===== config.mk =====
export PLATFORM = sky130hd
export DESIGN_NAME = modbus_front
export DESIGN_NICKNAME = d
export VERILOG_FILES = /design/src/design/mb_front_pkg.sv /design/src/design/uart_char.sv /design/src/design/modbus_front.sv
export SDC_FILE = /design/constraint.sdc
export NUM_CORES = 1
export LEC_CHECK = 0
export BUFFER_PORTS_ARGS = -buffer_cell sky130_fd_sc_hd__buf_2
export CORE_MARGIN = 5
export CORE_UTILIZATION = 30
export DETAILED_ROUTE_END_ITERATION = 10
export SETUP_SLACK_MARGIN = 0.05
export SYNTH_ARGS = -nofsm -noshare
export SYNTH_HDL_FRONTEND = slang
export SYNTH_SLANG_ARGS = --single-unit

===== constraint.sdc =====
create_clock -name i_clk -period 15.4 [get_ports i_clk]
set_input_delay 3.08 -clock i_clk [delete_from_list [all_inputs] [get_ports i_clk]]
set_output_delay 3.08 -clock i_clk [all_outputs]
set_load 0.01 [all_outputs]

===== src/design/mb_front_pkg.sv =====
package mb_front_pkg;
  // ------------------------------------------------------------
  // Timing
  // ------------------------------------------------------------
  localparam int CLK_HZ = 10_000_000;
  localparam int BAUD_FAST = 19200;
  localparam int BAUD_SLOW = 9600;
  localparam int OVS = 16;
  localparam int DIV_FAST = CLK_HZ / (BAUD_FAST * OVS);
  localparam int DIV_SLOW = CLK_HZ / (BAUD_SLOW * OVS);
  localparam int CHAR_BITS = 11;
  localparam int SIL_TENTHS = 35;
  localparam int SIL_TICKS = (SIL_TENTHS * CHAR_BITS * OVS + 9) / 10;
  localparam int IDLE_S = 30;
  localparam int IDLE_CYC_DEF = CLK_HZ * IDLE_S;
  // ------------------------------------------------------------
  // Register map
  // ------------------------------------------------------------
  localparam logic [7:0] OFF_CTRL = 8'h00;
  localparam logic [7:0] OFF_NODE = 8'h04;
  localparam logic [7:0] OFF_STAT = 8'h08;
  localparam logic [7:0] OFF_REQ = 8'h0C;
  localparam logic [7:0] OFF_ARG = 8'h10;
  localparam logic [7:0] OFF_TX = 8'h14;
  localparam logic [7:0] OFF_TEMP = 8'h18;
  localparam int CTL_RTU = 0;
  localparam int CTL_RS232 = 1;
  localparam int CTL_SLOW = 2;
  localparam int CTL_CONTACT = 3;
  localparam int CTL_REMOTE = 4;
  localparam int CTL_RUN = 5;
  localparam int TX_LAST = 8;
  localparam logic [5:0] CTRL_RST = 6'h00;
  localparam logic [5:0] NODE_RST = 6'h01;
  localparam logic [5:0] NODE_MIN = 6'h01;
  localparam logic [5:0] NODE_MAX = 6'h20;
  // ------------------------------------------------------------
  // Status codes
  // ------------------------------------------------------------
  localparam logic [15:0] ST_OK = 16'h8001;
  localparam logic [15:0] ST_COUNT = 16'h4801;
  localparam logic [15:0] ST_RANGE = 16'h4401;
  localparam logic [15:0] ST_FUNC = 16'h4201;
  localparam logic [15:0] ST_ADDR = 16'h0081;
  localparam logic [15:0] ST_CRC = 16'h0041;
  localparam logic [15:0] ST_LRC = 16'h0021;
  localparam logic [15:0] ST_CHAR = 16'h0001;
  localparam logic [15:0] ST_FAST = 16'h0002;
  localparam logic [15:0] ST_SHORT = 16'h0003;
  localparam logic [15:0] ST_NONE = 16'h0000;
  // ------------------------------------------------------------
  // Framing
  // ------------------------------------------------------------
  localparam logic [7:0] CH_COLON = 8'h3A;
  localparam logic [7:0] CH_CR = 8'h0D;
  localparam logic [7:0] CH_LF = 8'h0A;
  localparam logic [7:0] FN_READ = 8'h04;
  localparam logic [7:0] FN_WR1 = 8'h06;
  localparam logic [7:0] FN_WRN = 8'h10;
  localparam logic [15:0] CRC_INIT = 16'hFFFF;
  localparam logic [15:0] CRC_POLY = 16'hA001;
  localparam int HDR_N = 9;

  typedef enum logic [2:0] {
    S_IDLE = 3'b001,
    S_NV = 3'b010,
    S_REPLY = 3'b100
  } link_state_e;
endpackage : mb_front_pkg


===== src/design/uart_char.sv =====
`timescale 1ns/1ps
module uart_char #(
  parameter int DIV_W = 8
) (
  input wire logic i_clk,
  input wire logic i_rst,
  input wire logic i_rxd,
  input wire logic i_slow,
  input wire logic i_eight,
  input wire logic i_tx_go,
  input wire logic [7:0] i_tx_byte,
  output logic [7:0] o_rx_byte,
  output logic o_rx_vld,
  output logic o_rx_err,
  output logic o_rx_busy,
  output logic o_tick,
  output logic o_txd,
  output logic o_tx_busy
);
  // ------------------------------------------------------------
  // Oversample divider
  // ------------------------------------------------------------
  localparam logic [DIV_W-1:0] LIM_F = DIV_W'(mb_front_pkg::DIV_FAST - 1);
  localparam logic [DIV_W-1:0] LIM_S = DIV_W'(mb_front_pkg::DIV_SLOW - 1);
  if (mb_front_pkg::DIV_SLOW > 2 ** DIV_W || mb_front_pkg::DIV_FAST < 2) begin : g_bad
    $error("uart_char: divider does not fit");
  end
  logic [DIV_W-1:0] div_ff;
  wire [DIV_W-1:0] lim = i_slow ? LIM_S : LIM_F;
  wire tick = (div_ff >= lim);
  always_ff @(posedge i_clk or posedge i_rst) begin
    if (i_rst) div_ff <= '0;
    else div_ff <= tick ? '0 : div_ff + 1'b1;
  end
  assign o_tick = tick;
  // ------------------------------------------------------------
  // Receiver
  // ------------------------------------------------------------
  logic s1_ff, s2_ff, rb_ff, vld_ff, err_ff;
  logic [3:0] rph_ff, ridx_ff;
  logic [9:0] rsh_ff;
  logic [7:0] rbyte_ff;
  wire [3:0] nbits = i_eight ? 4'd8 : 4'd7;
  wire samp = tick && rb_ff && (rph_ff == 4'd7);
  wire [9:0] nsh = {s2_ff, rsh_ff[9:1]};
  wire stop_now = samp && (ridx_ff == nbits + 4'd2);
  wire [7:0] rdat = i_eight ? nsh[7:0] : {1'b0, nsh[7:1]};
  wire par_bad = (^rdat) ^ nsh[8];
  always_ff @(posedge i_clk or posedge i_rst) begin
    if (i_rst) begin
      s1_ff <= 1'b1;
      s2_ff <= 1'b1;
    end else begin
      s1_ff <= i_rxd;
      s2_ff <= s1_ff;
    end
  end
  always_ff @(posedge i_clk or posedge i_rst) begin
    if (i_rst) begin
      rb_ff <= 1'b0;
      rph_ff <= '0;
      ridx_ff <= '0;
      rsh_ff <= '0;
    end else if (tick && !rb_ff && !s2_ff) begin
      rb_ff <= 1'b1;
      rph_ff <= '0;
      ridx_ff <= '0;
    end else if (tick && rb_ff) begin
      rph_ff <= rph_ff + 4'd1;
      if (samp) begin
        ridx_ff <= ridx_ff + 4'd1;
        if (ridx_ff == 4'd0) rb_ff <= !s2_ff;
        else rsh_ff <= nsh;
        if (stop_now) rb_ff <= 1'b0;
      end
    end
  end
  always_ff @(posedge i_clk or posedge i_rst) begin
    if (i_rst) begin
      vld_ff <= 1'b0;
      err_ff <= 1'b0;
      rbyte_ff <= '0;
    end else begin
      vld_ff <= stop_now && nsh[9] && !par_bad;
      err_ff <= stop_now && (!nsh[9] || par_bad);
      if (stop_now) rbyte_ff <= rdat;
    end
  end
  assign o_rx_byte = rbyte_ff;
  assign o_rx_vld = vld_ff;
  assign o_rx_err = err_ff;
  assign o_rx_busy = rb_ff;
  // ------------------------------------------------------------
  // Transmitter, LSB first, even parity, one stop
  // ------------------------------------------------------------
  logic [10:0] tsh_ff;
  logic [3:0] tph_ff, tcnt_ff;
  logic tb_ff;
  wire [7:0] tdat = i_eight ? i_tx_byte : {1'b0, i_tx_byte[6:0]};
  wire [10:0] tload = i_eight ? {1'b1, ^tdat, tdat, 1'b0} : {2'b11, ^tdat, tdat[6:0], 1'b0};
  always_ff @(posedge i_clk or posedge i_rst) begin
    if (i_rst) begin
      tsh_ff <= '1;
      tph_ff <= '0;
      tcnt_ff <= '0;
      tb_ff <= 1'b0;
    end else if (i_tx_go && !tb_ff) begin
      tsh_ff <= tload;
      tph_ff <= '0;
      tcnt_ff <= nbits + 4'd3;
      tb_ff <= 1'b1;
    end else if (tick && tb_ff) begin
      tph_ff <= tph_ff + 4'd1;
      if (tph_ff == 4'd15) begin
        tsh_ff <= {1'b1, tsh_ff[10:1]};
        tcnt_ff <= tcnt_ff - 4'd1;
        if (tcnt_ff == 4'd1) tb_ff <= 1'b0;
      end
    end
  end
  assign o_txd = tsh_ff[0];
  assign o_tx_busy = tb_ff;
endmodule : uart_char


===== src/design/modbus_front.sv =====
`timescale 1ns/1ps
// ------------------------------------------------------------
// ------------------------------------------------------------
module modbus_front #(
  parameter int IDLE_CYC = mb_front_pkg::IDLE_CYC_DEF,
  parameter logic [15:0] REG_LAST = 16'h00FF,
  parameter logic [15:0] TEMP_REG = 16'h0040
) (
  input wire logic i_clk,
  input wire logic i_rst,
  input wire logic i_hsel,
  input wire logic [31:0] i_haddr,
  input wire logic [1:0] i_htrans,
  input wire logic i_hwrite,
  input wire logic [2:0] i_hsize,
  input wire logic [31:0] i_hwdata,
  input wire logic i_hready,
  output logic o_hreadyout,
  output logic o_hresp,
  output logic [31:0] o_hrdata,
  input wire logic i_rxd,
  output logic o_txd,
  output logic o_tx_en,
  output logic o_rs232_sel,
  input wire logic i_contact_run,
  output logic o_run,
  output logic o_nv_write,
  output logic [15:0] o_nv_data,
  input wire logic i_nv_done,
  input wire logic [15:0] i_nv_value
);
  if (IDLE_CYC < 2 || TEMP_REG > REG_LAST) begin : g_bad
    $error("modbus_front: bad parameter");
  end
  localparam int IW = $clog2(IDLE_CYC + 1);
  localparam logic [IW-1:0] IDLE_LAST = IW'(IDLE_CYC - 1);
  localparam logic [9:0] SIL_LAST = 10'(mb_front_pkg::SIL_TICKS);

  function automatic logic [15:0] crc_upd(input logic [15:0] c, input logic [7:0] b);
    logic [15:0] r;
    r = c ^ {8'h00, b};
    for (int k = 0; k < 8; k++) begin
      r = r[0] ? ((r >> 1) ^ mb_front_pkg::CRC_POLY) : (r >> 1);
    end
    return r;
  endfunction : crc_upd

  function automatic logic [4:0] hexval(input logic [7:0] c);
    logic [4:0] v;
    v = 5'h10;
    if (c >= 8'h30 && c <= 8'h39) v = {1'b0, 4'(c - 8'h30)};
    if (c >= 8'h41 && c <= 8'h46) v = {1'b0, 4'(c - 8'h37)};
    return v;
  endfunction : hexval

  // ------------------------------------------------------------
  // Control registers
  // ------------------------------------------------------------
  logic [5:0] ctrl_ff, node_ff;
  logic [15:0] stat_ff, temp_ff;
  logic loaded_ff;
  wire rtu = ctrl_ff[mb_front_pkg::CTL_RTU];
  wire remote = ctrl_ff[mb_front_pkg::CTL_REMOTE];
  assign o_rs232_sel = ctrl_ff[mb_front_pkg::CTL_RS232];

  // ------------------------------------------------------------
  // Character engine
  // ------------------------------------------------------------
  logic [7:0] rx_byte;
  logic rx_vld, rx_err, rx_busy, tick, tx_busy, tx_go;
  logic [7:0] tx_byte;
  uart_char #(.DIV_W(8)) u_char (
    .i_clk(i_clk),
    .i_rst(i_rst),
    .i_rxd(i_rxd),
    .i_slow(ctrl_ff[mb_front_pkg::CTL_SLOW]),
    .i_eight(rtu),
    .i_tx_go(tx_go),
    .i_tx_byte(tx_byte),
    .o_rx_byte(rx_byte),
    .o_rx_vld(rx_vld),
    .o_rx_err(rx_err),
    .o_rx_busy(rx_busy),
    .o_tick(tick),
    .o_txd(o_txd),
    .o_tx_busy(tx_busy)
  );
  assign o_tx_en = tx_busy;

  // ------------------------------------------------------------
  // Bus slave
  // ------------------------------------------------------------
  logic dwr_ff;
  logic [7:0] dadr_ff;
  logic [31:0] rd_ff;
  mb_front_pkg::link_state_e st_ff;
  logic [7:0] fn_ff;
  logic [15:0] rg_ff, val_ff;
  wire aph = i_hsel && i_htrans[1] && i_hready;
  wire wr = dwr_ff;
  wire wr_ctrl = wr && dadr_ff == mb_front_pkg::OFF_CTRL;
  wire wr_node = wr && dadr_ff == mb_front_pkg::OFF_NODE;
  wire wr_tx = wr && dadr_ff == mb_front_pkg::OFF_TX;
  wire node_ok = i_hwdata[5:0] >= mb_front_pkg::NODE_MIN && i_hwdata[5:0] <= mb_front_pkg::NODE_MAX;
  wire [7:0] aoff = i_haddr[7:0];
  wire amap = i_haddr[31:8] == 24'h00_0000;
  wire reply = st_ff == mb_front_pkg::S_REPLY;
  wire [31:0] req_word = {21'h00_0000, st_ff == mb_front_pkg::S_NV, tx_busy, reply, fn_ff};
  wire [31:0] rd_mux =
    !amap ? 32'h0000_0000 :
    aoff == mb_front_pkg::OFF_CTRL ? {26'h000_0000, ctrl_ff} :
    aoff == mb_front_pkg::OFF_NODE ? {26'h000_0000, node_ff} :
    aoff == mb_front_pkg::OFF_STAT ? {16'h0000, stat_ff} :
    aoff == mb_front_pkg::OFF_REQ ? req_word :
    aoff == mb_front_pkg::OFF_ARG ? {val_ff, rg_ff} :
    aoff == mb_front_pkg::OFF_TEMP ? {16'h0000, temp_ff} :
    32'h0000_0000;
  always_ff @(posedge i_clk or posedge i_rst) begin
    if (i_rst) begin
      dwr_ff <= 1'b0;
      dadr_ff <= '0;
      rd_ff <= '0;
    end else begin
      dwr_ff <= aph && i_hwrite && amap;
      if (aph) dadr_ff <= aoff;
      if (aph && !i_hwrite) rd_ff <= rd_mux;
    end
  end
  assign o_hreadyout = 1'b1;
  assign o_hresp = 1'b0;
  assign o_hrdata = rd_ff;
  always_ff @(posedge i_clk or posedge i_rst) begin
    if (i_rst) begin
      ctrl_ff <= mb_front_pkg::CTRL_RST;
      node_ff <= mb_front_pkg::NODE_RST;
    end else begin
      if (wr_ctrl) ctrl_ff <= i_hwdata[5:0];
      if (wr_node && node_ok) node_ff <= i_hwdata[5:0];
    end
  end

  // ------------------------------------------------------------
  // Run/stop source
  // ------------------------------------------------------------
  logic c1_ff, c2_ff;
  always_ff @(posedge i_clk or posedge i_rst) begin
    if (i_rst) begin
      c1_ff <= 1'b0;
      c2_ff <= 1'b0;
    end else begin
      c1_ff <= i_contact_run;
      c2_ff <= c1_ff;
    end
  end
  assign o_run = ctrl_ff[mb_front_pkg::CTL_CONTACT] ? c2_ff : ctrl_ff[mb_front_pkg::CTL_RUN];

  // ------------------------------------------------------------
  // Frame assembly
  // ------------------------------------------------------------
  logic [7:0] hdr_ff [mb_front_pkg::HDR_N];
  logic [4:0] cnt_ff;
  logic [3:0] nib_ff;
  logic half_ff, inf_ff, cr_ff, bad_ff;
  logic [7:0] lrc_ff;
  logic [15:0] crc_ff;
  logic [9:0] sil_ff;
  wire idle = st_ff == mb_front_pkg::S_IDLE;
  wire take = rx_vld && idle;
  wire early = (rx_vld || rx_err) && !idle;
  wire [4:0] hx = hexval(rx_byte);
  wire is_colon = !rtu && rx_byte == mb_front_pkg::CH_COLON;
  wire is_cr = !rtu && inf_ff && rx_byte == mb_front_pkg::CH_CR;
  wire is_lf = !rtu && inf_ff && cr_ff && rx_byte == mb_front_pkg::CH_LF;
  wire a_hex = take && !rtu && inf_ff && !cr_ff && !hx[4];
  wire a_junk = take && !rtu && inf_ff && !is_colon && !is_lf && !is_cr && hx[4];
  wire app = rtu ? take : (a_hex && half_ff);
  wire [7:0] app_b = rtu ? rx_byte : {nib_ff, hx[3:0]};
  wire fe_a = take && is_lf;
  wire fe_r = rtu && cnt_ff != 5'd0 && sil_ff == SIL_LAST;
  wire fe = fe_a || fe_r;
  wire clr = fe || (take && is_colon);
  always_ff @(posedge i_clk or posedge i_rst) begin
    if (i_rst) begin
      cnt_ff <= '0;
      nib_ff <= '0;
      half_ff <= 1'b0;
      inf_ff <= 1'b0;
      cr_ff <= 1'b0;
      bad_ff <= 1'b0;
      lrc_ff <= '0;
      crc_ff <= mb_front_pkg::CRC_INIT;
      sil_ff <= '0;
    end else begin
      if (rx_busy || rx_vld) sil_ff <= '0;
      else if (tick && sil_ff != SIL_LAST) sil_ff <= sil_ff + 10'd1;
      if (clr) begin
        cnt_ff <= '0;
        half_ff <= 1'b0;
        cr_ff <= 1'b0;
        bad_ff <= 1'b0;
        lrc_ff <= '0;
        crc_ff <= mb_front_pkg::CRC_INIT;
        inf_ff <= take && is_colon;
      end else begin
        if (rx_err && idle) bad_ff <= 1'b1;
        if (a_junk) bad_ff <= 1'b1;
        if (take && is_cr) cr_ff <= 1'b1;
        if (a_hex) begin
          half_ff <= !half_ff;
          nib_ff <= hx[3:0];
        end
        if (app) begin
          if (cnt_ff != 5'd31) cnt_ff <= cnt_ff + 5'd1;
          lrc_ff <= lrc_ff + app_b;
          crc_ff <= crc_upd(crc_ff, app_b);
        end
      end
    end
  end
  for (genvar i = 0; i < mb_front_pkg::HDR_N; i++) begin : g_hdr
    always_ff @(posedge i_clk or posedge i_rst) begin
      if (i_rst) hdr_ff[i] <= '0;
      else if (app && !clr && cnt_ff == 5'(i)) hdr_ff[i] <= app_b;
    end
  end

  // ------------------------------------------------------------
  // Request evaluation
  // ------------------------------------------------------------
  wire [4:0] pl = rtu ? cnt_ff - 5'd2 : cnt_ff - 5'd1;
  wire short_f = cnt_ff < 5'd4 || bad_ff || half_ff;
  wire chk_ok = rtu ? crc_ff == 16'h0000 : lrc_ff == 8'h00;
  wire [7:0] fn = hdr_ff[1];
  wire [15:0] rg = {hdr_ff[2], hdr_ff[3]};
  wire [15:0] arg = {hdr_ff[4], hdr_ff[5]};
  wire f_rd = fn == mb_front_pkg::FN_READ;
  wire f_w1 = fn == mb_front_pkg::FN_WR1;
  wire f_wn = fn == mb_front_pkg::FN_WRN;
  wire [15:0] qty = f_w1 ? 16'h0001 : arg;
  wire [8:0] wn_len = 9'd7 + {1'b0, hdr_ff[6]};
  wire cnt_ok = f_wn ? ({4'h0, pl} == wn_len && {8'h00, hdr_ff[6]} == {qty[14:0], 1'b0} && qty != 16'h0000)
                     : (pl == 5'd6 && qty != 16'h0000);
  wire [16:0] top = {1'b0, rg} + {1'b0, qty} - 17'd1;
  wire rng_ok = top <= {1'b0, REG_LAST};
  wire wr_req = f_w1 || f_wn;
  wire wr_ok = rg == TEMP_REG && qty == 16'h0001 && remote;
  wire [15:0] wdat = f_w1 ? arg : {hdr_ff[7], hdr_ff[8]};
  wire [15:0] code =
    short_f ? mb_front_pkg::ST_SHORT :
    !chk_ok ? (rtu ? mb_front_pkg::ST_CRC : mb_front_pkg::ST_LRC) :
    hdr_ff[0] != {2'b00, node_ff} ? mb_front_pkg::ST_ADDR :
    !(f_rd || wr_req) ? mb_front_pkg::ST_FUNC :
    !cnt_ok ? mb_front_pkg::ST_COUNT :
    !rng_ok || (wr_req && !wr_ok) ? mb_front_pkg::ST_RANGE :
    mb_front_pkg::ST_OK;
  wire silent = short_f || !chk_ok || hdr_ff[0] != {2'b00, node_ff};
  wire do_wr = code == mb_front_pkg::ST_OK && wr_req;
  wire changed = wdat != temp_ff;

  // ------------------------------------------------------------
  // Link sequencer
  // ------------------------------------------------------------
  logic nvw_ff, txlast_ff;
  logic [IW-1:0] idle_ff;
  assign tx_go = wr_tx && reply && !tx_busy && !rx_busy;
  assign tx_byte = i_hwdata[7:0];
  always_ff @(posedge i_clk or posedge i_rst) begin
    if (i_rst) begin
      st_ff <= mb_front_pkg::S_IDLE;
      fn_ff <= '0;
      rg_ff <= '0;
      val_ff <= '0;
      nvw_ff <= 1'b0;
      txlast_ff <= 1'b0;
    end else begin
      nvw_ff <= 1'b0;
      unique case (st_ff)
        mb_front_pkg::S_IDLE: begin
          if (fe && !silent) begin
            fn_ff <= fn;
            rg_ff <= rg;
            val_ff <= f_wn ? wdat : arg;
            txlast_ff <= 1'b0;
            if (do_wr && changed) begin
              nvw_ff <= 1'b1;
              st_ff <= mb_front_pkg::S_NV;
            end else begin
              st_ff <= mb_front_pkg::S_REPLY;
            end
          end
        end
        mb_front_pkg::S_NV: begin
          if (i_nv_done) st_ff <= mb_front_pkg::S_REPLY;
        end
        mb_front_pkg::S_REPLY: begin
          if (tx_go) txlast_ff <= i_hwdata[mb_front_pkg::TX_LAST];
          if (txlast_ff && !tx_busy) st_ff <= mb_front_pkg::S_IDLE;
        end
      endcase
    end
  end
  assign o_nv_write = nvw_ff;

  // ------------------------------------------------------------
  // Stored set temperature
  // ------------------------------------------------------------
  always_ff @(posedge i_clk or posedge i_rst) begin
    if (i_rst) begin
      temp_ff <= '0;
      loaded_ff <= 1'b0;
    end else if (!loaded_ff) begin
      temp_ff <= i_nv_value;
      loaded_ff <= 1'b1;
    end else if (idle && fe && !silent && do_wr && changed) begin
      temp_ff <= wdat;
    end
  end
  assign o_nv_data = temp_ff;

  // ------------------------------------------------------------
  // Communication status
  // ------------------------------------------------------------
  always_ff @(posedge i_clk or posedge i_rst) begin
    if (i_rst) begin
      stat_ff <= mb_front_pkg::ST_NONE;
      idle_ff <= '0;
    end else if (idle && fe) begin
      stat_ff <= code;
      idle_ff <= '0;
    end else if (early) begin
      stat_ff <= mb_front_pkg::ST_FAST;
    end else if (rx_err) begin
      stat_ff <= mb_front_pkg::ST_CHAR;
    end else if (idle_ff == IDLE_LAST) begin
      stat_ff <= mb_front_pkg::ST_NONE;
    end else begin
      idle_ff <= idle_ff + 1'b1;
    end
  end
endmodule : modbus_front


Yosys cells after proc, flatten, opt, wreduce, memory -nomap -nowiden
Cells that the tools add are included.
{"block": "word_totals", "in_bits": 93, "wordCells": 373, "register_bits": 340, "out_inout_bits": 55}
{"block": "op_classes", "n_bitwise": 13, "n_eq_ne": 48, "reduce_logical": 138, "n_mux": 98, "n_lt_le_gt_ge": 9, "addsub": 18}
{"op": "16-bit two-way mux", "n": 26}
{"op": "32-bit two-way mux", "n": 6}
{"op": "29-bit two-way mux", "n": 4}
{"op": "1-bit logical AND", "n": 72}
{"op": "8-bit two-way mux", "n": 6}
{"op": "4-bit two-way mux", "n": 11}
{"op": "11-bit two-way mux", "n": 3}
{"op": "8-bit by 3-bit equality test with 1-bit output, second input constant", "n": 4}
{"op": "8-bit by 4-bit equality test with 1-bit output, second input constant", "n": 4}
{"op": "8-bit by 5-bit equality test with 1-bit output, second input constant", "n": 4}
{"op": "10-bit two-way mux", "n": 3}
{"op": "5-bit two-way mux", "n": 6}
{"op": "29-bit by 1-bit adder with 29-bit output, second input constant", "n": 1}
{"op": "29-bit equality test, second input constant", "n": 1}
{"op": "5-bit by 3-bit equality test with 1-bit output, second input constant", "n": 5}
{"op": "1-bit two-way mux", "n": 25}
{"op": "24-bit zero test", "n": 1}
{"op": "8-bit zero test", "n": 3}
{"op": "2-bit NOT with 3-bit output", "n": 8}
{"op": "2-bit nonzero test", "n": 11}
{"op": "1-bit zero test", "n": 18}
{"op": "16-bit by 16-bit adder with 17-bit output", "n": 1}
{"op": "17-bit by 8-bit less-or-equal comparator with 1-bit output, second input constant", "n": 1}
{"op": "17-bit by 1-bit subtractor with 17-bit output, second input constant", "n": 1}
{"op": "61 further kinds", "n": 99}

Logic depth before layout (Yosys ltp)
Gate-level depths: netlist of the first run.
{"block": "logic_depth", "ltp_word": 24, "mapped_depth": 22, "depth_no_buf": 17}

Cells and area by module
A second synthesis of the first run with hierarchy kept.
{"block": "unflattened", "cells_unflattened": 1872, "area_unflattened_um2": 18280.0}
{"mod": "modbus_front", "n_inst": 1, "area_each_um2": 15294.7, "cells_each": 1608}
{"mod": "uart_char", "n_inst": 1, "area_each_um2": 2985.4, "cells_each": 264}

Least setup slack after synthesis of the first run
No wires, ideal clock.
{"block": "synth_path", "path_type": "input port to flip-flop", "startpoint": "in i_haddr[1]", "endpoint": "reg rd_ff[16] (netlist: o_hrdata[16])", "t_required_ns": 15.335, "arrival_time_ns": 5.214, "path_slack_ns": 10.121, "cell_stages": 8, "setup_ns": 0.065, "cell_sequence": "or4_1 nor2_1 nand2_1 nor3_1 and2_0 clkbuf_1 buf_2 a22o_1"}
{"block": "synth_via", "elab_chain_len": 7, "word_cells_on_any_way": 11, "classes_between": "4 x eq/ne; 6 x mux; 1 x reduce/logical"}
{"element": "start, declared", "line": "modbus_front.sv:12", "source": "input wire logic [31:0] i_haddr,"}
{"element": "8-bit by 5-bit equality test with 1-bit output", "line": "modbus_front.sv:115", "source": "aoff == mb_front_pkg::OFF_ARG ? {val_ff, rg_ff} :"}
{"element": "32-bit two-way mux", "line": "modbus_front.sv:115"}
{"element": "32-bit two-way mux", "line": "modbus_front.sv:114", "source": "aoff == mb_front_pkg::OFF_REQ ? req_word :"}
{"element": "32-bit two-way mux", "line": "modbus_front.sv:113", "source": "aoff == mb_front_pkg::OFF_STAT ? {16'h0000, stat_ff} :"}
{"element": "32-bit two-way mux", "line": "modbus_front.sv:112", "source": "aoff == mb_front_pkg::OFF_NODE ? {26'h000_0000, node_ff} :"}
{"element": "32-bit two-way mux *", "line": "modbus_front.sv:111", "source": "aoff == mb_front_pkg::OFF_CTRL ? {26'h000_0000, ctrl_ff} :"}
{"element": "32-bit two-way mux *", "line": "modbus_front.sv:110", "source": "!amap ? 32'h0000_0000 :"}
{"element": "end signal, assigned", "line": "modbus_front.sv:126", "source": "if (aph && !i_hwrite) rd_ff <= rd_mux;"}
{"element": "end, declared", "line": "modbus_front.sv:95", "source": "logic [31:0] rd_ff;"}
Every way passes the cells marked *; elsewhere a longest branch is shown, timed or not.
A chain may end at the register's enable or synchronous reset.

Worst setup path after layout of the first run
{"block": "layout_path", "startpoint": "reg hdr_ff, in the netlist fn[3]", "endpoint": "reg st_ff[2]"}
{"block": "layout_via", "elab_chain_len": 20, "word_cells_on_any_way": 36, "classes_between": "2 x add/sub; 1 x order compare; 7 x eq/ne; 12 x mux; 14 x reduce/logical"}
{"element": "start, declared", "line": "modbus_front.sv:160", "source": "logic [7:0] hdr_ff [mb_front_pkg::HDR_N];"}
{"element": "start signal, assigned by index", "line": "modbus_front.sv:223", "source": "else if (app && !clr && cnt_ff == 5'(i)) hdr_ff[i] <= app_b;"}
{"element": "parallel branches: the longest is 16 deep, another holds 16-bit by 16-bit adder with 17-bit output"}
{"element": "1-bit logical AND *", "line": "modbus_front.sv:284", "source": "if (do_wr && changed) begin"}
{"element": "3-bit two-way mux *", "line": "modbus_front.sv:284"}
{"element": "3-bit two-way mux *", "line": "modbus_front.sv:279", "source": "if (fe && !silent) begin"}
{"element": "3-bit case mux with 3 select lines *", "line": "modbus_front.sv:277", "source": "unique case (st_ff)"}
{"element": "end signal, assigned", "line": "modbus_front.sv:286", "source": "st_ff <= mb_front_pkg::S_NV;"}
{"element": "end signal, assigned", "line": "modbus_front.sv:288", "source": "st_ff <= mb_front_pkg::S_REPLY;"}
{"element": "end signal, assigned", "line": "modbus_front.sv:293", "source": "if (i_nv_done) st_ff <= mb_front_pkg::S_REPLY;"}
{"element": "end, declared", "line": "modbus_front.sv:96", "source": "mb_front_pkg::link_state_e st_ff;"}
Mark *: on every way between the ends. The select of a mux whose other input is x is not followed.

==> results of run 1 <==
-- flip-flops by register name, indices dropped and copies added, names as in the netlist, 5 cells and up --
register	cells
arg	16
cnt_ff	5
crc_ff	16
ctrl_ff	6
dadr_ff	8
fn	8
fn_ff	8
hdr_ff	48
idle_ff	29
lrc_ff	8
node_ff	6
o_hrdata	32
o_nv_data	16
rg_ff	16
sil_ff	10
stat_ff	10
u_char.div_ff	8
u_char.o_rx_byte	8
u_char.rsh_ff	9
u_char.tsh_ff	10
val_ff	16
-- area by class of cell --
type,instances,area [sq um]
fill,6116,39300
multi-input combinational,1391,9060
sequential,332,8350
clock buffer,53,1120
tap,782,978
timing repair buffer,140,756
inverter,127,484
clock inverter,15,275
-- report_power, final --
part | total, W | internal (W) | switching (W)
sequential | 0.000897 | 0.000882 | 0.0000158
clock | 0.00100 | 0.000628 | 0.000373
combinational | 0.0000695 | 0.0000252 | 0.0000443
total | 0.00197 | 0.00154 | 0.000433
-- per-stage QoR --
stage,instance area (sq um),instances
floorplan,18300,1947
global placement,19600,2772
global route,21000,2840
finish,21000,2840
CTS,21000,2840
detailed placement,19600,2772
-- kinds of logic (layout without fill, tap and decap cells) --
group	after synthesis	in the layout	share of synthesized area
AND/OR/NAND/NOR	674	674	0.175
AO/OA/AOI/OAI	409	409	0.143
flip-flops	332	332	0.457
buffers and inverters	224	335	0.0486
XOR/XNOR	124	124	0.0618
multiplexers	102	102	0.0596
adder cells (fa/ha/maj)	79	79	0.0550
other	2	3	0.000411
-- cells in the final DEF, fill, tap and decap left out, types with 6 or more instances in the layout --
cell type,count
clkbuf_16,40
nor3_1,26
buf_4,22
o31ai_1,7
a221oi_1,13
o21ai_0,124
and2_1,7
and3_1,25
o21ai_1,23
xor2_1,59
mux2i_1,47
nand4_1,22
mux2_2,52
or3_1,10
a21oi_1,75
dfrtp_1,302
nor2_1,164
o41ai_1,20
a211oi_1,9
or4_1,12
buf_2,118
a21o_1,7
bufinv_16,7
a32o_1,7
dfstp_2,30
clkbuf_8,7
a22o_1,22
a31oi_1,27
nor2b_1,15
inv_1,126
o211ai_1,7
ha_1,77
xnor2_1,62
nand2_1,258
o22ai_1,19
nor4_1,24
nand3_1,58
nand2b_1,11
clkbuf_1,6
-- worst max-delay path, stage by stage, from the launching register on --
cell	delay [ns]
dfrtp_1	0.41
nor4_2	0.53
nand3_2	0.78
nand2_1	0.36
ha_1	0.28
inv_1	0.06
ha_1	0.15
inv_1	0.06
fa_1	0.36
nor2b_1	0.12
o211ai_1	0.10
a32o_1	0.31
a221oi_1	0.36
o221ai_1	0.18
a2111o_1	0.71
and4bb_1	1.17
and3_1	0.29
o22ai_1	0.09
-- final timing paths --
| path | start | endpoint | slack, ns | cells past startpoint |
|---|---|---|---|---|
| max | fn[3]$_DFFE_PP0P_ | st_ff[2]$_DFFE_PP0P_ | 8.93 | 17 |
| min in group asynchronous | i_rst | u_char.tcnt_ff[0]$_DFFE_PP0P_ | 2.70 | 2 |
| min reg2reg | c1_ff$_DFF_PP0_ | c2_ff$_DFF_PP0_ | 0.35 | 0 |
| min | c1_ff$_DFF_PP0_ | c2_ff$_DFF_PP0_ | 0.35 | 0 |
| max reg2reg | fn[3]$_DFFE_PP0P_ | st_ff[2]$_DFFE_PP0P_ | 8.93 | 17 |
| max in group asynchronous | i_rst | idle_ff[15]$_DFFE_PP0P_ | 11.20 | 3 |
-- layer usage --
metal	part of all wire	wire [um]	GRT usage
met1	0.45	22800	0.201
met3	0.059	3030	0.0342
met4	0.030	1510	0.0447
met5	0	0	0
met2	0.46	23500	0.244
==> run summary, run 1 <==
largest area contributor in the netlist - dfrtp_1
element type at the critical path end - register
Highest Clock Rate - 155 MHz
IO Port Bufs - 118
post-synth cell types - 83
Iter 0 DRT Violations - 948
DP HPWL - 36400 um
GRT Util Overall - 0.150
# hold bufs at CTS - 0
dpl ws - 9.12 ns
Ports - 148
Tot Pwr - 0.00197 W
layout cells sized above 1 - 0.149
clk slew on worst S/H paths - 0.06 ns
Post-synth top flop - dfrtp_1
max_slew headroom - 0.153
CP arrival - 6.89 ns
Routed Antenna Nets - 0
worst skew pair latency - 0.56 ns
post-CTS setup buffers - 0
CTS buffer count - 39
number of synthesized flops with an enable pin - 0
WHS - 0.353 ns
Syn Area/Cell - 9.38 sq um
Slew @ Worst Pin - 1.26 ns
Leak Pwr - 9.84 nW
Slew Viols, Final - 0
Critical Path Start Type - register
routability cong. - 0.872
synth warn - 0
final WL - 50800 um
clk_skew - 0.0305 ns
Peak VDD IR - 0.0743 mV
max cap viols - 0
initial antenna violation count - 0
fin nets - 2203
vias in the first global route - 14.3k
crit path max fanout - 36
main area contributors after synthesis - dfrtp_1 (41%), nand2_1 (5.3%), ha_1 (5.3%)
Final Critical Period - 6.47 ns
ANT cells - 0
Syn Inst Count - 1946
Commonest cells post-synth - dfrtp_1 (302), nand2_1 (259), nor2_1 (165)
core area - 60400 sq um
Setup CP Type - reg -> reg
Finished Core Util - 0.348
Critical Path RT - 15.81 ns
HP Class - reg -> reg
gr ovfl total - 0
async set-reset flop share out of synthesis - 1.00
post-DR wirelength/cell - 17.9 um
Yosys reg bits - 332
Yosys top cell area share - 0.414
Initial Util - 0.303
Final Hold Viols - 0
largest net degree at the start of global routing - 129
register area share after synthesis - 0.457
Fin Setup TNS - 0 ns
Die H - 257 um
post-CTS sizing - 0
most frequent cell after synthesis - dfrtp_1
status - finished, final reports clean
DRT Pass-1 Iters - 5
Die W - 257 um
Root Driver - clkbuf_16
mapped cell area - 18300 sq um
Final WS setup - 8.93 ns
maximum buffer depth of the clock tree - 3
Placement Rows - 90
routed vias/inst - 5.15
TritonCTS clock tree - yes
Remaining DRCs - 0
routed vias - 14.6k
global-route wire length before repair - 80800 um
clock sink count - 332
Power Dens Cells - 93.6 nW/um^2
Tcrit/Tclk final - 0.420
die area - 65900 sq um
RSZ-0062 raised after global routing - false
htree depth - 2
area delta synth->final - 15.1%
Setup-failing EPs final - 0
Note: power is estimated with default switching activity, not from simulation.
==> inputs of run 2 (changes only) <==
clock period = 6.72 ns   (was 15.4 ns; I/O delays follow)
==> run 2 against run 1 <==
Compared with the run above: flip-flop and latch count unchanged; sequential share of layout area about the same; sequential power up 130%; clock skew shrank 0.0040 ns; critical path depth rose by 1; via count increased by 1.1%; cell count grew 0.35%; wire length rose by 0.88%; core utilization is essentially flat; final area is essentially flat; count of clock-buffer cells in the layout is 8 higher; combinational power up 130%; critical path type unchanged; critical endpoint is now o_nv_data[15]$_DFFE_PP0P_; largest cell class unchanged; largest power group unchanged; highest routed layer unchanged.
==> run summary, run 2 (synthesis gave the netlist of run 1 again) <==
post-CTS sizing - 0 (unchanged)
RSZ-0062 raised after global routing - false
final WL - 51300 um (+0.88%)
Cells after DPL - 2778 (+0.22%)
WHS - 0.353 ns (-0.0000930 ns)
R2R cell count - 18 (+1)
slowest stage delay, CP - 0.69 ns (-0.48 ns)
slowest cell on the critical path - a2111o_1
CP Buf/Inv Count - 3 (+1)
max cap viols - 0 (unchanged)
Fin Setup TNS - 0 ns (unchanged)
die area - 65900 sq um (unchanged)
Ports - 148 (unchanged)
post-CTS setup buffers - 0 (unchanged)
Routed Antenna Nets - 0 (unchanged)
routed vias/inst - 5.18 (+0.71%)
area delta synth->final - 15.0% (about the same)
routability cong. - 0.906 (+3.9%)
# hold bufs at CTS - 0 (unchanged)
worst-path cell chain - nor4_2 > nand3_2 > nand2_1 > ha_1 > inv_1 > ha_1 > inv_1 > fa_1 > nor2b_1 > o211ai_1 > a32o_1 > a221oi_1 > o221ai_1 > a2111o_1 > and4bb_1 > buf_4 > a31oi_1 > o22ai_1
element type at the critical path end - register
Power Dens Cells - 210 nW/um^2 (+120%)
DP HPWL - 37000 um (+1.8%)
status - finished, final reports clean
Peak VDD IR - 0.162 mV (+120%)
Critical Path Start Type - register
largest net degree at the start of global routing - 132 (+2.3%)
Iter 0 DRT Violations - 985 (+3.9%)
core area - 60400 sq um (unchanged)
clock sink count - 332 (unchanged)
initial antenna violation count - 1 (+1)
Remaining DRCs - 0 (unchanged)
Slew Viols, Final - 0 (unchanged)
Tcrit/Tclk final - 0.814 (+0.394)
gr ovfl total - 0 (unchanged)
Reg2Reg Setup Slack - 1.25 ns (-7.68 ns)
reg2reg end - o_nv_data[15]$_DFFE_PP0P_
Root Driver - clkbuf_16
most common cell after layout, fill and taps aside - dfrtp_1
worst skew pair latency - 0.56 ns (about the same)
Final Hold Viols - 0 (unchanged)
Die H - 257 um (unchanged)
Initial Util - 0.303 (unchanged)
clk_skew - 0.0266 ns (-0.00397 ns)
Placement Rows - 90 (unchanged)
crit path max fanout - 23 (-36%)
max_slew headroom - 0.146 (-0.00713)
IO Port Bufs - 118 (unchanged)
GRT Util Overall - 0.150 (about the same)
clk slew on worst S/H paths - 0.06 ns (about the same)
Setup crit end - o_nv_data[15]$_DFFE_PP0P_
HP Class - reg -> reg
Die W - 257 um (unchanged)
Final Critical Period - 5.47 ns (-1.00 ns)
CTS buffer count - 39 (unchanged)
ANT cells - 0 (unchanged)
max FFs per register - 48 (unchanged)
Setup-failing EPs final - 0 (unchanged)
most frequent cells in the layout - dfrtp_1 (302), nand2_1 (258), nor2_1 (164)
CP arrival - 5.93 ns (-0.96 ns)
Top delay family on crit path - compound AO/OA/AOI/OAI gates
Leak Pwr - 9.84 nW (about the same)
maximum buffer depth of the clock tree - 3 (unchanged)
Slew @ Worst Pin - 1.28 ns (+0.0145 ns)
TritonCTS clock tree - yes
DRT Pass-1 Iters - 5 (unchanged)
global-route wire length before repair - 81200 um (+0.53%)
post-DR wirelength/cell - 18.0 um (+0.53%)
Critical Path RT - 7.18 ns (-8.63 ns)
layout cells sized above 1 - 0.148 (-0.000721)
Most flops, register - hdr_ff
vias in the first global route - 14.4k (+0.54%)
final cell count without fillers - 2850 (+0.35%)
FF-to-FF Start - fn[3]$_DFFE_PP0P_
routed vias - 14.8k (+1.1%)
htree depth - 2 (unchanged)
Setup CP Type - reg -> reg
Highest Clock Rate - 183 MHz (+18%)
number of cells on the critical path - 18 (+1)
fin nets - 2209 (+0.27%)
Setup crit start - fn[3]$_DFFE_PP0P_
## run 2: cell types whose count changed in the layout (fill, tap and decap cells not counted), moves of 2 or more
cell       change
bufinv_16      -3
buf_4          +5
inv_8          -2
inv_6          -2
clkbuf_8       -2
clkbuf_1       +9
## run 2: power by group
part           leakage (nW)  internal (W)  switching, W
logic                  4.75     0.0000593      0.000101
registers              4.44       0.00202     0.0000386
clock network         0.649       0.00134      0.000858
## run 2: how the worst min path moves through the flow
| stage | endpoint | depth (start not counted) | startpoint | slack [ns] |
|---|---|---|---|---|
| 4_1_cts | c2_ff$_DFF_PP0_ | 0 | c1_ff$_DFF_PP0_ | 0.36 |
| 5_1_grt | u_char.s2_ff$_DFF_PP1_ | 0 | u_char.s1_ff$_DFF_PP1_ | 0.36 |
| 6_report | c2_ff$_DFF_PP0_ | 0 | c1_ff$_DFF_PP0_ | 0.35 |
| 2_1_floorplan | c2_ff$_DFF_PP0_ | 0 | c1_ff$_DFF_PP0_ | 0.33 |
| 3_3_place_gp | c2_ff$_DFF_PP0_ | 0 | c1_ff$_DFF_PP0_ | 0.34 |
| 3_5_place_dp | c2_ff$_DFF_PP0_ | 0 | c1_ff$_DFF_PP0_ | 0.34 |
## run 2: routing by layer
layer | vias to the layer above | routed length, um | GRT usage
li1 | 7008 | - | -
met1 | 7273 | 23400 | 0.207
met2 | 391 | 23800 | 0.245
met3 | 96 | 2650 | 0.0275
met4 | 0 | 1430 | 0.0416
met5 | - | 0 | 0
## run 2: area by class of cell
| type | count | area (sq um) |
|---|---|---|
| fillers | 6097 | 39400 |
| multi-input cells | 1391 | 9060 |
| flip-flops and latches | 332 | 8350 |
| clock buffers | 61 | 1150 |
| well taps | 782 | 978 |
| repair buffers | 146 | 813 |
| inverters | 127 | 480 |
| clock inverters | 11 | 174 |
## run 2: through the flow
stage | setup WS, ns | utilization | power [W] | area, sq um
6_report | 1.25 | 0.348 | 0.00441 | 21000
5_1_grt | 0.947 | 0.348 | 0.00457 | 21000
4_1_cts | 1.23 | 0.348 | 0.00448 | 21000
3_3_place_gp | 1.28 | 0.326 | 0.00225 | 19700
2_1_floorplan | 0.966 | - | 0.00217 | 18300
3_5_place_dp | 1.25 | 0.326 | 0.00226 | 19700
